### src/inc/dcp_pkg.sv
// Shared constants, types and helpers of the delay code control port
package dcp_pkg;

  // ----------------------------------------------------------------
  // Delay code and frame layout
  // ----------------------------------------------------------------
  localparam int          CODE_W         = 6;
  localparam int          NUM_CHAN       = 3;
  localparam int          FRAME_BITS     = 16;
  localparam int          BYTE_BITS      = 8;
  localparam int          DIR_POS        = 7;
  localparam int          COLOR_POS      = 0;
  localparam int          CODE_POS       = 0;
  localparam logic        DIR_WRITE      = 1'b0;
  localparam logic        DIR_READ       = 1'b1;
  localparam logic [1:0]  COLOR_RED      = 2'h0;
  localparam logic [1:0]  COLOR_GREEN    = 2'h1;
  localparam logic [1:0]  COLOR_BLUE     = 2'h2;
  localparam logic [1:0]  COLOR_NONE     = 2'h3;
  localparam logic [5:0]  CODE_RESET     = 6'h00;

  // ----------------------------------------------------------------
  // Timing
  // ----------------------------------------------------------------
  localparam int          STEP_PS        = 800;
  localparam int          CLK_PERIOD_NS  = 100;
  localparam int          SCLK_PERIOD_NS = 800;
  // Longest half period, rounded down, never below one cycle
  localparam int          SCLK_HALF_CYC  = (SCLK_PERIOD_NS / (2 * CLK_PERIOD_NS)) < 1 ? 1 :
                                           (SCLK_PERIOD_NS / (2 * CLK_PERIOD_NS));

  // ----------------------------------------------------------------
  // Controller registers on AHB-Lite
  // ----------------------------------------------------------------
  localparam logic [7:0]  REG_CMD_OFS    = 8'h00;
  localparam logic [7:0]  REG_STAT_OFS   = 8'h04;
  localparam int          CMD_CODE_POS   = 8;
  localparam int          STAT_BUSY_POS  = 0;
  localparam int          STAT_CODE_POS  = 8;
  localparam logic [1:0]  HTRANS_NONSEQ  = 2'h2;
  localparam logic [31:0] CMD_RESET      = 32'h0000_0000;

  typedef enum logic [1:0] {MODE_SLEEP, MODE_ANALOG, MODE_SPI, MODE_TWO_WIRE} dcp_mode_e;

  // Control-type selection; sleep wins over every other pin
  function automatic dcp_mode_e dcp_mode(input logic sleep_n, input logic analog,
                                         input logic choice);
    if (!sleep_n) return MODE_SLEEP;
    if (analog) return MODE_ANALOG;
    return choice ? MODE_SPI : MODE_TWO_WIRE;
  endfunction

  // Adjustable delay above the common propagation delay, in ps
  function automatic logic [15:0] dcp_code_ps(input logic [CODE_W-1:0] code);
    return 16'(32'(code) * STEP_PS);
  endfunction

endpackage

### src/inc/dcp_spi_if.sv
// Four-wire serial link between the controller and the delay device
`timescale 1ns/1ps
interface dcp_spi_if;
  logic sclk;
  logic cs_n;
  logic serial_in;
  logic serial_out;

  modport dev  (input sclk, input cs_n, input serial_in, output serial_out);
  modport host (output sclk, output cs_n, output serial_in, input serial_out);
endinterface

### src/rtl/dcp_device.sv
// Delay device logic: mode select, three delay codes, serial slave port
//
// The register offsets and the AHB-Lite interface to the registers were decided locally.
`timescale 1ns/1ps
module dcp_device
  import dcp_pkg::*;
(
  // Clock, reset, enable
  input  wire logic                       CLK_SYS,
  input  wire logic                       NRST,
  input  wire logic                       CE,
  // Control-selection pins
  input  wire logic                       SLEEP_N,
  input  wire logic                       CTRL_ANALOG,
  input  wire logic                       SERIAL_PORT_CHOICE,
  // Quantised control voltages from the converter
  input  wire logic [dcp_pkg::CODE_W-1:0] RED_CTRL_VOLTAGE,
  input  wire logic [dcp_pkg::CODE_W-1:0] GREEN_CTRL_VOLTAGE,
  input  wire logic [dcp_pkg::CODE_W-1:0] BLUE_CTRL_VOLTAGE,
  // Mode status
  output logic                            POWERED_DOWN,
  output logic                            ANALOG_ACTIVE,
  output logic                            SPI_ACTIVE,
  output logic                            TWO_WIRE_ACTIVE,
  // Delay codes and adjustable delays applied to the delay paths
  output logic      [dcp_pkg::CODE_W-1:0] RED_DELAY_CODE,
  output logic      [dcp_pkg::CODE_W-1:0] GREEN_DELAY_CODE,
  output logic      [dcp_pkg::CODE_W-1:0] BLUE_DELAY_CODE,
  output logic      [15:0]                RED_DELAY_PS,
  output logic      [15:0]                GREEN_DELAY_PS,
  output logic      [15:0]                BLUE_DELAY_PS,
  // Serial link
  dcp_spi_if.dev                          LINK
);
  import dcp_pkg::*;

  // ----------------------------------------------------------------
  // Synchronisers
  // ----------------------------------------------------------------
  logic [2:0]        pins_s;
  logic [2:0]        link_s;
  logic [CODE_W-1:0] adc_s [0:2];
  logic              sclk_d_ff;

  // Pins and link both come from outside the system clock
  dcp_sync #(.W(3)) u_pin_sync (
    .CLK_SYS (CLK_SYS),
    .NRST    (NRST),
    .CE      (CE),
    .D       ({SLEEP_N, CTRL_ANALOG, SERIAL_PORT_CHOICE}),
    .Q       (pins_s)
  );

  dcp_sync #(.W(3)) u_link_sync (
    .CLK_SYS (CLK_SYS),
    .NRST    (NRST),
    .CE      (CE),
    .D       ({LINK.sclk, LINK.cs_n, LINK.serial_in}),
    .Q       (link_s)
  );

  dcp_sync #(.W(3 * CODE_W)) u_adc_sync (
    .CLK_SYS (CLK_SYS),
    .NRST    (NRST),
    .CE      (CE),
    .D       ({RED_CTRL_VOLTAGE, GREEN_CTRL_VOLTAGE, BLUE_CTRL_VOLTAGE}),
    .Q       ({adc_s[0], adc_s[1], adc_s[2]})
  );

  logic sclk_s;
  logic cs_n_s;
  logic ser_in_s;
  logic sclk_rise;

  assign sclk_s   = link_s[2];
  assign cs_n_s   = link_s[1];
  assign ser_in_s = link_s[0];

  // Edge found against a third flop, never the first stage
  always_ff @(posedge CLK_SYS) begin
    if (!NRST) begin
      sclk_d_ff <= 1'b0;
    end else if (CE) begin
      sclk_d_ff <= sclk_s;
    end
  end
  assign sclk_rise = sclk_s && !sclk_d_ff;

  // ----------------------------------------------------------------
  // Mode selection
  // ----------------------------------------------------------------
  dcp_mode_e mode;
  logic      spi_on;

  assign mode   = dcp_mode(pins_s[2], pins_s[1], pins_s[0]);
  assign spi_on = (mode == MODE_SPI);

  // Mode flags registered so each output comes from a flop
  always_ff @(posedge CLK_SYS) begin
    if (!NRST) begin
      POWERED_DOWN    <= 1'b1;
      ANALOG_ACTIVE   <= 1'b0;
      SPI_ACTIVE      <= 1'b0;
      TWO_WIRE_ACTIVE <= 1'b0;
    end else if (CE) begin
      POWERED_DOWN    <= (mode == MODE_SLEEP);
      ANALOG_ACTIVE   <= (mode == MODE_ANALOG);
      SPI_ACTIVE      <= (mode == MODE_SPI);
      TWO_WIRE_ACTIVE <= (mode == MODE_TWO_WIRE);
    end
  end

  // ----------------------------------------------------------------
  // Serial slave
  // ----------------------------------------------------------------
  logic [3:0]          cnt_ff;
  logic [BYTE_BITS-2:0] shift_ff;
  logic [BYTE_BITS-1:0] cmd_ff;
  logic [BYTE_BITS-1:0] rd_byte_ff;
  logic                ser_out_ff;
  logic [CODE_W-1:0]   code_ff [0:2];
  logic [BYTE_BITS-1:0] cur_byte;
  logic                bit_take;
  logic                frame_done;
  logic [2:0]          out_idx;

  // Stored code of a color, zeros for the unassigned select
  function automatic logic [CODE_W-1:0] stored_code(input logic [1:0] sel);
    unique case (sel)
      COLOR_RED:   return code_ff[0];
      COLOR_GREEN: return code_ff[1];
      COLOR_BLUE:  return code_ff[2];
      default:     return CODE_RESET;
    endcase
  endfunction

  // only while chip select low and the serial port chosen
  assign bit_take   = spi_on && !cs_n_s && sclk_rise;
  // MSB first into the byte under assembly
  assign cur_byte   = {shift_ff, ser_in_s};
  // sixteenth bit closes the two-byte frame
  assign frame_done = bit_take && (cnt_ff == 4'(FRAME_BITS - 1));
  assign out_idx    = 3'(4'hE - cnt_ff);

  // Bit counter and input shifter; chip select high restarts the frame
  always_ff @(posedge CLK_SYS) begin
    if (!NRST) begin
      cnt_ff   <= 4'h0;
      shift_ff <= '0;
    end else if (CE) begin
      if (!spi_on || cs_n_s) begin
        cnt_ff <= 4'h0;
      end else if (bit_take) begin
        cnt_ff   <= cnt_ff + 4'h1;
        shift_ff <= cur_byte[BYTE_BITS-2:0];
      end
    end
  end

  // Command byte latch and read byte capture at the eighth bit
  always_ff @(posedge CLK_SYS) begin
    if (!NRST) begin
      cmd_ff     <= '0;
      rd_byte_ff <= '0;
    end else if (CE && bit_take && cnt_ff == 4'(BYTE_BITS - 1)) begin
      // direction bit 7, color bits 1:0
      cmd_ff     <= cur_byte;
      rd_byte_ff <= {2'b00, stored_code(cur_byte[COLOR_POS +: 2])};
    end
  end

  // Output bit for the next position, updated on each rising edge
  always_ff @(posedge CLK_SYS) begin
    if (!NRST) begin
      ser_out_ff <= 1'b0;
    end else if (CE) begin
      if (!spi_on || cs_n_s) begin
        ser_out_ff <= 1'b0;
      end else if (bit_take) begin
        // read code shifts out in the data byte
        // output runs while input is taken
        if (cmd_ff[DIR_POS] == DIR_READ && cnt_ff >= 4'(BYTE_BITS)
            && cnt_ff < 4'(FRAME_BITS - 1)) begin
          ser_out_ff <= rd_byte_ff[out_idx];
        end else begin
          ser_out_ff <= 1'b0;
        end
      end
    end
  end
  assign LINK.serial_out = ser_out_ff;

  // Stored codes change only at a complete write frame
  always_ff @(posedge CLK_SYS) begin
    if (!NRST) begin
      for (int i = 0; i < NUM_CHAN; i++) begin
        code_ff[i] <= CODE_RESET;
      end
    end else if (CE && frame_done && cmd_ff[DIR_POS] == DIR_WRITE) begin
      unique case (cmd_ff[COLOR_POS +: 2])
        COLOR_RED:   code_ff[0] <= cur_byte[CODE_POS +: CODE_W];
        COLOR_GREEN: code_ff[1] <= cur_byte[CODE_POS +: CODE_W];
        COLOR_BLUE:  code_ff[2] <= cur_byte[CODE_POS +: CODE_W];
        default:     ;
      endcase
    end
  end

  // ----------------------------------------------------------------
  // Codes applied to the delay paths
  // ----------------------------------------------------------------
  logic [CODE_W-1:0] act [0:2];

  always_comb begin
    for (int i = 0; i < NUM_CHAN; i++) begin
      act[i] = (mode == MODE_ANALOG) ? adc_s[i] : code_ff[i];
    end
  end

  // Codes and delays held in flops; a sleeping part keeps its last setting
  always_ff @(posedge CLK_SYS) begin
    if (!NRST) begin
      RED_DELAY_CODE   <= CODE_RESET;
      GREEN_DELAY_CODE <= CODE_RESET;
      BLUE_DELAY_CODE  <= CODE_RESET;
      RED_DELAY_PS     <= 16'h0000;
      GREEN_DELAY_PS   <= 16'h0000;
      BLUE_DELAY_PS    <= 16'h0000;
    end else if (CE && mode != MODE_SLEEP) begin
      RED_DELAY_CODE   <= act[0];
      GREEN_DELAY_CODE <= act[1];
      BLUE_DELAY_CODE  <= act[2];
      RED_DELAY_PS     <= dcp_code_ps(act[0]);
      GREEN_DELAY_PS   <= dcp_code_ps(act[1]);
      BLUE_DELAY_PS    <= dcp_code_ps(act[2]);
    end
  end
endmodule

### src/rtl/dcp_sync.sv
// Two-flop synchroniser for levels from outside the clock domain
`timescale 1ns/1ps
module dcp_sync #(
  parameter int W = 1
) (
  // Clock, reset, enable
  input  wire logic         CLK_SYS,
  input  wire logic         NRST,
  input  wire logic         CE,
  // Asynchronous level in, synchronised level out
  input  wire logic [W-1:0] D,
  output logic      [W-1:0] Q
);
  logic [W-1:0] meta_ff;

  // First stage feeds only the second
  always_ff @(posedge CLK_SYS) begin
    if (!NRST) begin
      meta_ff <= '0;
      Q       <= '0;
    end else if (CE) begin
      meta_ff <= D;
      Q       <= meta_ff;
    end
  end
endmodule

### src/flat_wrapper.sv
// flat-port wrapper written by rule: the top's interface ports become plain ports
module dcp_device_flat import dcp_pkg::*;
  (CLK_SYS, NRST, CE, SLEEP_N, CTRL_ANALOG, SERIAL_PORT_CHOICE, RED_CTRL_VOLTAGE, GREEN_CTRL_VOLTAGE, BLUE_CTRL_VOLTAGE, POWERED_DOWN, ANALOG_ACTIVE, SPI_ACTIVE, TWO_WIRE_ACTIVE, RED_DELAY_CODE, GREEN_DELAY_CODE, BLUE_DELAY_CODE, RED_DELAY_PS, GREEN_DELAY_PS, BLUE_DELAY_PS, LINK_sclk, LINK_cs_n, LINK_serial_in, LINK_serial_out);
  dcp_spi_if LINK_i ();
  input  wire logic CLK_SYS;
  input  wire logic NRST;
  input  wire logic CE;
  input  wire logic SLEEP_N;
  input  wire logic CTRL_ANALOG;
  input  wire logic SERIAL_PORT_CHOICE;
  input  wire logic [dcp_pkg::CODE_W-1:0] RED_CTRL_VOLTAGE;
  input  wire logic [dcp_pkg::CODE_W-1:0] GREEN_CTRL_VOLTAGE;
  input  wire logic [dcp_pkg::CODE_W-1:0] BLUE_CTRL_VOLTAGE;
  output logic POWERED_DOWN;
  output logic ANALOG_ACTIVE;
  output logic SPI_ACTIVE;
  output logic TWO_WIRE_ACTIVE;
  output logic      [dcp_pkg::CODE_W-1:0] RED_DELAY_CODE;
  output logic      [dcp_pkg::CODE_W-1:0] GREEN_DELAY_CODE;
  output logic      [dcp_pkg::CODE_W-1:0] BLUE_DELAY_CODE;
  output logic      [15:0] RED_DELAY_PS;
  output logic      [15:0] GREEN_DELAY_PS;
  output logic      [15:0] BLUE_DELAY_PS;
  input wire logic [$bits(LINK_i.sclk)-1:0] LINK_sclk;
  input wire logic [$bits(LINK_i.cs_n)-1:0] LINK_cs_n;
  input wire logic [$bits(LINK_i.serial_in)-1:0] LINK_serial_in;
  output wire logic [$bits(LINK_i.serial_out)-1:0] LINK_serial_out;
  assign LINK_i.sclk = LINK_sclk;
  assign LINK_i.cs_n = LINK_cs_n;
  assign LINK_i.serial_in = LINK_serial_in;
  assign LINK_serial_out = LINK_i.serial_out;
  dcp_device u_core (.CLK_SYS(CLK_SYS), .NRST(NRST), .CE(CE), .SLEEP_N(SLEEP_N), .CTRL_ANALOG(CTRL_ANALOG), .SERIAL_PORT_CHOICE(SERIAL_PORT_CHOICE), .RED_CTRL_VOLTAGE(RED_CTRL_VOLTAGE), .GREEN_CTRL_VOLTAGE(GREEN_CTRL_VOLTAGE), .BLUE_CTRL_VOLTAGE(BLUE_CTRL_VOLTAGE), .POWERED_DOWN(POWERED_DOWN), .ANALOG_ACTIVE(ANALOG_ACTIVE), .SPI_ACTIVE(SPI_ACTIVE), .TWO_WIRE_ACTIVE(TWO_WIRE_ACTIVE), .RED_DELAY_CODE(RED_DELAY_CODE), .GREEN_DELAY_CODE(GREEN_DELAY_CODE), .BLUE_DELAY_CODE(BLUE_DELAY_CODE), .RED_DELAY_PS(RED_DELAY_PS), .GREEN_DELAY_PS(GREEN_DELAY_PS), .BLUE_DELAY_PS(BLUE_DELAY_PS), .LINK(LINK_i));
endmodule
### config.mk
export PLATFORM = sky130hd
export DESIGN_NAME = dcp_device_flat
export DESIGN_NICKNAME = d
export VERILOG_FILES = /design/src/inc/dcp_pkg.sv /design/src/inc/dcp_spi_if.sv /design/src/rtl/dcp_device.sv /design/src/rtl/dcp_sync.sv /design/src/flat_wrapper.sv
export SDC_FILE = /design/constraint.sdc
export NUM_CORES = 1
export LEC_CHECK = 0
export ABC_AREA = 0
export BUFFER_PORTS_ARGS = -buffer_cell sky130_fd_sc_hd__buf_2
export CELL_PAD_IN_SITES_DETAIL_PLACEMENT = 1
export CELL_PAD_IN_SITES_GLOBAL_PLACEMENT = 1
export CORE_AREA = 10 10 124 149
export DETAILED_ROUTE_END_ITERATION = 8
export DIE_AREA = 0 0 134 159
export HOLD_SLACK_MARGIN = 0.03
export PLACE_DENSITY_LB_ADDON = 0.1
export SLEW_MARGIN = 10
export SYNTH_ARGS = -nofsm -noshare
export SYNTH_HDL_FRONTEND = slang
export SYNTH_SLANG_ARGS = --single-unit
### constraint.sdc
create_clock -name CLK_SYS -period 4.1 [get_ports CLK_SYS]
set_clock_uncertainty 0.2 [all_clocks]
set_input_delay 0 -clock CLK_SYS [delete_from_list [all_inputs] [get_ports CLK_SYS]]
set_output_delay 0 -clock CLK_SYS [all_outputs]
set_load 0.05 [all_outputs]
=== Word level (Yosys, flattened, before mapping) ===
Memories as Yosys holds them, arrays and structs flattened.
Cells that the tools add are included.
Widths: inputs -> output; s select.

* Register bits: 130
* Bits in latches: 0
* Bits in writable memories: 18
* Memory bits (read-only): 0
* Input bits: 27
* Output and inout bits: 71
* Logic and storage cells: 101
* Memories kept: 1

{| class="wikitable"
|+ Memories
! memory !! words !! width !! rd ports !! clocked after memory_dff !! write ports !! RTL line !! source
|-
| u_core.code_ff || 3 || 6 || 3 || 0 || 3 || dcp_device.sv:121 || <nowiki>logic [CODE_W-1:0] code_ff [0:2];</nowiki>
|}

* Add/subtract/negate cells: 2
* $mul: 3
* Divide/modulo/power cells: 0
* Magnitude comparators: 3
* Equal/unequal tests: 9
* Shift operators: 0
* Muxes and demuxes: 34
* Bitwise operators: 5
* Reductions and logical operators: 22

{| class="wikitable"
|+ Operators with widths
! kind !! number
|-
| $mux 6 || 6
|-
| $mul 6x5->11 const B || 3
|-
| $mux 1 || 20
|-
| $pmux 6 s3 || 1
|-
| $logic_and 1x1->1 || 11
|-
| $eq 2x2->1 const B || 4
|-
| $mux 2 || 4
|-
| $mux 4 || 2
|-
| $eq 2x1->1 const B || 3
|-
| $logic_not 2->1 || 3
|-
| $add 4x1->4 const B || 1
|-
| $eq 4x3->1 const B || 1
|-
| $eq 4x4->1 const B || 1
|-
| $ge 4x4->1 const B || 1
|-
| $lt 3x4->1 const B || 1
|-
| $lt 4x4->1 const B || 1
|-
| $reduce_bool 2->1 || 2
|-
| $bmux 1 s3 || 1
|-
| $logic_not 1->1 || 3
|-
| $or 1x1->1 || 3
|-
| $reduce_and 3->1 || 1
|-
| $sub 3x3->3 const A || 1
|-
| $not 1->1 || 2
|-
| $reduce_and 2->1 || 1
|-
| $logic_or 1x1->1 || 1
|}

=== Longest topological paths before layout ===
Gate-level depths: netlist of run 1.

* Word-level depth: 14
* Gate-level depth with buffers: 13
* Mapped depth without buffers: 11

=== Hierarchy ===
A second synthesis of run 1 with hierarchy kept.

* Cell total of the unflattened synthesis: 701
* Area total of the unflattened synthesis: 7,039.3 um^2

{| class="wikitable"
|+ Modules (own cells, without submodules)
! module !! instances !! cells an instance !! area an instance (um^2) !! sequential area each (um^2)
|-
| dcp_device || 1 || 548 || 5,192.5 || 1,901.8
|-
| dcp_sync at u_core.u_adc_sync || 1 || 115 || 1,388.8 || 720.7
|-
| dcp_sync at u_core.u_link_sync ... || 2 || 19 || 229.0 || 120.1
|}

=== Least setup slack after synthesis of run 1 ===
OpenSTA, ideal clock, no wires.

* Kind: reg-to-reg
* Start point: register u_core.u_pin_sync.Q[2]
* End point: register u_core.GREEN_DELAY_PS[15]
* Setup time: 0.122 ns
* Data arrival time: 3.137 ns
* Required time: 3.778 ns
* Path slack: 0.641 ns
* Stages on the path, launching flop included: 14
* Path buffers: 2
* Period minus slack after synthesis: 3.459 ns
* Cell sequence: dfxtp_1 -> buf_4 -> nand2_2 -> buf_4 -> mux2i_1 -> inv_1 -> ha_1 -> ha_1 -> ha_1 -> ha_1 -> a21oi_1 -> o211ai_1 -> mux2i_1 -> a311o_1

{| class="wikitable"
|+ RTL lines
! element !! RTL line !! source
|-
| start, declared || dcp_sync.sv:12 || <nowiki>output logic [W-1:0] Q</nowiki>
|-
| start signal, assigned || dcp_sync.sv:23 || <nowiki>Q <= meta_ff;</nowiki>
|-
| end signal, assigned || dcp_device.sv:234 || <nowiki>GREEN_DELAY_PS <= dcp_code_ps(act[1]);</nowiki>
|-
| end, declared || dcp_device.sv:30 || <nowiki>output logic [15:0] GREEN_DELAY_PS,</nowiki>
|}

==> results of run 1 <==
==> final timing paths <==
| kind | startpoint | end | slack [ps] | cells after the start |
|---|---|---|---|---|
| max | u_core.u_pin_sync.Q[2]$_SDFFE_PN0P_ | u_core.GREEN_DELAY_PS[14]$_SDFFE_PN0P_ | 400 | 11 |
| min | CE | u_core.cnt_ff[2]$_SDFFE_PN0P_ | 50 | 5 |
| max reg2reg | u_core.u_pin_sync.Q[2]$_SDFFE_PN0P_ | u_core.GREEN_DELAY_PS[14]$_SDFFE_PN0P_ | 400 | 11 |
| min reg2reg | u_core.GREEN_DELAY_CODE[3]$_SDFFE_PN0P_ | u_core.GREEN_DELAY_CODE[3]$_SDFFE_PN0P_ | 250 | 2 |
==> cell usage after synthesis, types with 4 or more instances <==
cell / instances / share of area [%]
a211oi_1: 18 / 2.0
a211oi_2: 4 / 0.73
a21oi_1: 37 / 2.7
a311o_1: 4 / 0.58
and3_1: 6 / 0.54
buf_2: 8 / 0.58
buf_4: 26 / 2.8
clkbuf_1: 23 / 1.3
dfxtp_1: 116 / 34
edfxtp_1: 18 / 7.8
ha_1: 68 / 12
inv_1: 23 / 1.3
mux2_2: 12 / 2.0
mux2i_1: 80 / 12
nand2_1: 54 / 2.9
nand2b_1: 4 / 0.36
nand3_1: 17 / 1.2
nand4_1: 5 / 0.45
nand4b_1: 6 / 0.76
nor2_1: 98 / 5.3
nor3_1: 6 / 0.44
o211ai_1: 4 / 0.44
o21ai_0: 11 / 0.80
o311ai_0: 4 / 0.51
or3_1: 8 / 0.73
xor2_1: 6 / 0.76
==> flip-flops by register name, summed over array words and instances, names as in the netlist, 4 cells and up <==
register	cells
u_core.BLUE_DELAY_CODE	6
u_core.BLUE_DELAY_PS	8
u_core.GREEN_DELAY_CODE	6
u_core.GREEN_DELAY_PS	8
u_core.RED_DELAY_CODE	6
u_core.RED_DELAY_PS	8
u_core.cnt_ff	4
u_core.code_ff	18
u_core.rd_byte_ff	6
u_core.shift_ff	7
u_core.u_adc_sync.Q	18
u_core.u_adc_sync.meta_ff	18
==> stage by stage <==
step,cell area [um2],setup WS [ps],cells,util (%)
CTS,8160,231,1010,52.8
floorplan,6940,641,717,-
global route,8160,107,1010,52.8
global placement,7310,391,953,47.3
detailed placement,7310,271,953,47.3
finish,8160,404,1010,52.8
==> final cells by class <==
| type | count | area share, % |
|---|---|---|
| repair buffers | 114 | 8.74 |
| inverters | 23 | 1.07 |
| multi-input cells | 499 | 44.6 |
| clock buffers | 23 | 6.26 |
| well taps | 208 | 3.19 |
| clock inverters | 9 | 1.07 |
| flip-flops and latches | 134 | 35.1 |
==> power by group <==
part           leakage (nW)  switching [mW]  internal, mW  total, mW
Combinational          2.23           0.310         0.187      0.497
Sequential             1.11          0.0290          1.37       1.40
Clock                 0.294           0.587         0.942       1.53
Total                  3.64           0.926          2.50       3.43
==> cells in the final DEF, fill, tap and decap left out, types with 4 or more instances in the layout <==
| cell type | n |
|---|---|
| a211oi_1 | 18 |
| a211oi_2 | 4 |
| a21oi_1 | 37 |
| a311o_1 | 4 |
| and3_1 | 6 |
| buf_2 | 82 |
| buf_4 | 7 |
| clkbuf_16 | 19 |
| clkinv_2 | 4 |
| conb_1 | 15 |
| dfxtp_1 | 116 |
| dlygate4sd3_1 | 25 |
| edfxtp_1 | 18 |
| ha_1 | 68 |
| inv_1 | 22 |
| mux2_2 | 12 |
| mux2i_1 | 80 |
| nand2_1 | 54 |
| nand2b_1 | 4 |
| nand3_1 | 17 |
| nand4_1 | 5 |
| nand4b_1 | 6 |
| nor2_1 | 98 |
| nor3_1 | 6 |
| o211ai_1 | 4 |
| o21ai_0 | 11 |
| o311ai_0 | 4 |
| or3_1 | 8 |
| xor2_1 | 6 |
==> cells by family after synthesis <==
logic type	after synthesis
buffers and inverters	84
DFF	134
and+or+nand+nor	217
AOI/OAI and AO/OA	94
xor gates and xnor gates	9
other	1
adders and majority gates	71
muxes	93
==> worst register-to-register path, delay by kind of cell, from the launching register on <==
kind / cells / cell delay (ps)
AOI/OAI and AO/OA: 2 / 560
and+or+nand+nor: 2 / 360
DFF: 1 / 540
buffers and inverters: 1 / 150
muxes: 2 / 470
adders and majority gates: 4 / 1330
==> per-layer routing <==
metal  up-vias  GRT usage (%)  routed length [um]
met3        21           3.50                 666
met5         -              0                   0
li1       2613              -                   -
met4         0           6.14                 298
met1      2566           19.0                7530
met2        76           31.9                9910
==> timing repair <==
action,CTS,global route
endpoints found under the setup margin,0,3
hold buffers,25,0
hold endpoints to repair,51,0
gates resized for setup,0,1
==> impl_metrics.env, run 1 <==
export IMPL_path_buf_inv=1
export IMPL_globalRouteOverflowTotal=0
export IMPL_multi_input_area_um2=3640
export IMPL_rsz0062_at_grt="no"
export IMPL_arrival_ps=3810
export IMPL_finalCritPeriodShare_pct=90.1
export IMPL_start_util_pct=44.6
export IMPL_h_tree_depth=4
export IMPL_clk_path_buf_depth=2
export IMPL_peakVddDrop_mv=0.308
export IMPL_worstPathRequired_ps=4210
export IMPL_synth_xor_area_share_pct=1.14
export IMPL_slew_headroom_pct=28.5
export IMPL_synth_compound_area_share_pct=9.08
export IMPL_grt_util_all_layers_pct=17.3
export IMPL_crit_family="adder cells"
export IMPL_dp_hpwl_um=13300
export IMPL_totalWireLength_um=18400
export IMPL_hold_slack_ps=48.3
export IMPL_slowest_stage="dfxtp_1"
export IMPL_clk_latency_ps=420
export IMPL_port_buffers=82
export IMPL_gp_congestion=0.827
export IMPL_yosys_area_share_simple_pct=14.5
export IMPL_seq_area_um2=2860
export IMPL_hold_viol=0
export IMPL_synth_top_family_by_area="simple AND/OR/NAND/NOR gates"
export IMPL_syn_inst=703
export IMPL_path_class="reg2reg"
export IMPL_cts_setup_buffers=0
export IMPL_mappedNetlistArea_um2=6890
export IMPL_ios=98
export IMPL_crit_path_max_incr_delay_ps=540
export IMPL_cp_start_kind="register"
export IMPL_drt_drc_violations_left=0
export IMPL_path_clk_slew_ps=60
export IMPL_drive_gt1_share_pct=17.8
export IMPL_min_path_type="in2reg"
export IMPL_grt_max_degree=87
export IMPL_p_leak_nw=3.64
export IMPL_end_kind="register"
export IMPL_crit_top_cell="ha_1"
export IMPL_die_h_um=159
export IMPL_drtIter0Drc=222
export IMPL_ys_types=48
export IMPL_dr_pass1_iters=4
export IMPL_critPathMaxFanout=19
export IMPL_ant_nets=0
export IMPL_vias_per_cell=5.22
export IMPL_numCtsBuffers=17
export IMPL_p_per_area_nw_per_um2=420
export IMPL_slew_viol_final=0
export IMPL_finalSetupViolCount=0
export IMPL_route_vias_total=5276
export IMPL_nets=887
export IMPL_tightest_slew_ps=1060
export IMPL_grt_pass1_vias=5714
export IMPL_rows=50
export IMPL_core_um2=15500
export IMPL_status="finished clean"
export IMPL_wire_per_inst_um=18.2
export IMPL_n_fill_cell=1792
export IMPL_yosys_warnings=0
export IMPL_antenna_found_initial=0
export IMPL_areaGrowthSynthToFinish_pct=18.5
export IMPL_synth_fa_ha_area_share_pct=13.2
export IMPL_path_cells="nand2_4 > mux2i_1 > inv_1 > ha_1 > ha_1 > ha_1 > ha_1 > nand3_1 > o211ai_1 > mux2i_1 > a311o_1"
export IMPL_antenna_cells=0
export IMPL_tns_ps=0
export IMPL_power_total_mw=3.43
export IMPL_clock_sinks=134
export IMPL_synthMuxAreaShare_pct=13.9
export IMPL_synth_edf_count=18
export IMPL_maxCapViolCount=0
export IMPL_cts_root_buffer_cell="clkbuf_16"
export IMPL_synthArstFlopShare_pct=0
export IMPL_avgSynthCellArea_um2=9.80
export IMPL_synth_ff_latch_count=134
export IMPL_max_freq_ghz=0.271
export IMPL_synth_top_flop_cell="dfxtp_1"
export IMPL_cts_tree="yes"
export IMPL_fin_crit_ps=3700
export IMPL_die_w_um=134
export IMPL_ys_seq_area_share_pct=41.6
export IMPL_dieArea_um2=21300
export IMPL_grt_pass1_wl_um=29800
Power figures use the tool's default switching activity.
==> inputs of run 2 (changes only) <==
clock period = 3.8 ns   (was 4.1 ns; I/O delays follow)
==> run 2 against run 1 <==
Effect of this change: worst setup slack lost 210 ps; sequential share of layout area shrank 0.39 points; sequential cell count unchanged; clock power up 7%; routed wire length down 0.72%; first-iteration DRC count decreased by 18%; power is 7.6% higher; hold slack improved by 98 ps; critical endpoint unchanged; largest power group unchanged.
==> impl_metrics.env, run 2 (synthesis results as in run 1) <==
export IMPL_globalRouteOverflowTotal=0
export IMPL_dp_hpwl_um=13400
export IMPL_grt_max_degree=79
export IMPL_gp_congestion=0.861
export IMPL_pwr_share_comb_pct=14.8
export IMPL_arrival_ps=3710
export IMPL_reg_top3="u_core.code_ff: 18 flops, u_core.u_adc_sync.Q: 18 flops, u_core.u_adc_sync.meta_ff: 18 flops"
export IMPL_seqPwrFrac_pct=41.0
export IMPL_grt_pass1_vias=5641
export IMPL_end_kind="register"
export IMPL_tightest_slew_ps=1050
export IMPL_mostFrequentLayoutCells="dfxtp_1, nor2_1, buf_2"
export IMPL_maxCapViolCount=0
export IMPL_cts_root_buffer_cell="clkbuf_16"
export IMPL_p_per_area_nw_per_um2=447
export IMPL_slew_headroom_pct=29.5
export IMPL_power_total_mw=3.69
export IMPL_die_w_um=134
export IMPL_grt_util_all_layers_pct=17.3
export IMPL_cts_tree="yes"
export IMPL_crit_top_cell="ha_1"
export IMPL_power_switching_mw=0.995
export IMPL_slowest_stage="dfxtp_1"
export IMPL_ios=98
export IMPL_numCtsBuffers=17
export IMPL_fin_crit_ps=3600
export IMPL_clkPwrFrac_pct=44.2
export IMPL_min_path_type="in2reg"
export IMPL_h_tree_depth=4
export IMPL_drtIter0Drc=183
export IMPL_p_sw_share_pct=27.0
export IMPL_die_h_um=159
export IMPL_path_cells="nand2_4 > mux2i_2 > inv_1 > ha_1 > ha_1 > ha_1 > ha_1 > nand3_1 > o211ai_1 > mux2i_1 > a311o_1"
export IMPL_dieArea_um2=21300
export IMPL_worstPathRequired_ps=3900
export IMPL_max_freq_ghz=0.277
export IMPL_status="finished clean"
export IMPL_reg2reg_slack_ps=200
export IMPL_antenna_cells=0
export IMPL_port_buffers=82
export IMPL_reg2reg_depth=11
export IMPL_crit_path_max_incr_delay_ps=460
export IMPL_areaGrowthSynthToFinish_pct=19.8
export IMPL_finalSetupViolCount=0
export IMPL_rsz0062_at_grt="no"
export IMPL_hold_depth=4
export IMPL_ant_nets=0
export IMPL_clk_latency_ps=420
export IMPL_cp_start_kind="register"
export IMPL_path_class="reg2reg"
export IMPL_p_int_mw=2.69
export IMPL_path_clk_slew_ps=60
export IMPL_rows=50
export IMPL_crit_family="adder cells"
export IMPL_vias_per_cell=5.22
export IMPL_totalWireLength_um=18300
export IMPL_finalCritPeriodShare_pct=94.8
export IMPL_route_vias_total=5324
export IMPL_final_util_pct=53.4
export IMPL_final_common_cell="dfxtp_1"
export IMPL_clock_sinks=134
export IMPL_hold_viol=0
export IMPL_drive_gt1_share_pct=18.2
export IMPL_antenna_found_initial=0
export IMPL_slew_viol_final=0
export IMPL_start_util_pct=44.6
export IMPL_dr_pass1_iters=4
export IMPL_wire_per_inst_um=17.9
export IMPL_p_leak_nw=3.67
export IMPL_crit_cells=11
export IMPL_path_buf_inv=1
export IMPL_peakVddDrop_mv=0.290
export IMPL_clk_path_buf_depth=2
export IMPL_drt_drc_violations_left=0
export IMPL_nets=898
export IMPL_grt_pass1_wl_um=29800
export IMPL_critPathMaxFanout=12
export IMPL_tns_ps=0
export IMPL_core_um2=15500
run 2: changes by cell type in the layout (fill, tap and decap cells not counted), sizes merged:
cell,previous run,this run
buf,89,95
dlygate4sd3,25,30
clkinv,6,4
inv,24,25
clkbuf,23,21
bufinv,1,2
clkinvlp,1,2
run 2: cell type report:
| class | count | area [um2] |
|---|---|---|
| fillers | 1755 | 7200 |
| multi-input cells | 499 | 3640 |
| flip-flops and latches | 134 | 2860 |
| repair buffers | 125 | 821 |
| clock buffers | 21 | 462 |
| well taps | 208 | 260 |
| clock inverters | 10 | 118 |
| inverters | 23 | 87.6 |
run 2: power by group through the flow:
stage / clock [mW] / sequential, mW / combinational (mW)
floorplan: 0 / 1.56 / 0.372
global placement: 0 / 1.54 / 0.502
detailed placement: 0 / 1.54 / 0.520
CTS: 1.66 / 1.51 / 0.553
global route: 1.73 / 1.51 / 0.607
finish: 1.63 / 1.51 / 0.546
run 2: what timing repair did:
item / 4_1_cts / 5_1_grt
setup endpoints to repair: 0 / 5
resized for setup: 0 / 2
endpoints found under the hold margin: 61 / 0
buffers inserted: 0 / 0
hold buffers: 30 / 0
run 2: worst paths after layout:
kind | start | endpoint
setup / recovery | u_core.u_pin_sync.Q[1]$_SDFFE_PN0P_ | u_core.GREEN_DELAY_PS[14]$_SDFFE_PN0P_
hold / removal | RED_CTRL_VOLTAGE[0] | u_core.u_adc_sync.meta_ff[12]$_SDFFE_PN0P_
setup reg to reg | u_core.u_pin_sync.Q[1]$_SDFFE_PN0P_ | u_core.GREEN_DELAY_PS[14]$_SDFFE_PN0P_
hold reg to reg | u_core.RED_DELAY_CODE[5]$_SDFFE_PN0P_ | u_core.RED_DELAY_CODE[5]$_SDFFE_PN0P_
run 2: tightest hold or removal path: cells and delay by family:
kind                   cells  cell delay, ps
buffers and inverters      2             610
muxes                      1              50
and+or+nand+nor            1              70
run 2: layer usage:
layer | global-route usage, % | share of wire (%) | vias up
met2 | 31.9 | 54 | 74
met1 | 18.5 | 41 | 2599
met3 | 3.91 | 3.0 | 24
met4 | 6.74 | 2.0 | 0
met5 | 0 | 0 | -
li1 | - | - | 2627
run 2: per-stage QoR:
step                      hold WS, ps  std cells  cell area [um2]  setup WS (ps)
after floorplan                 -52.8        717             6940            341
after global routing              169       1020             8250           19.9
after detailed placement         44.5        959             7360           31.5
after global placement           33.8        959             7360            109
final                             146       1020             8250            196
after CTS                         133       1020             8240           7.12
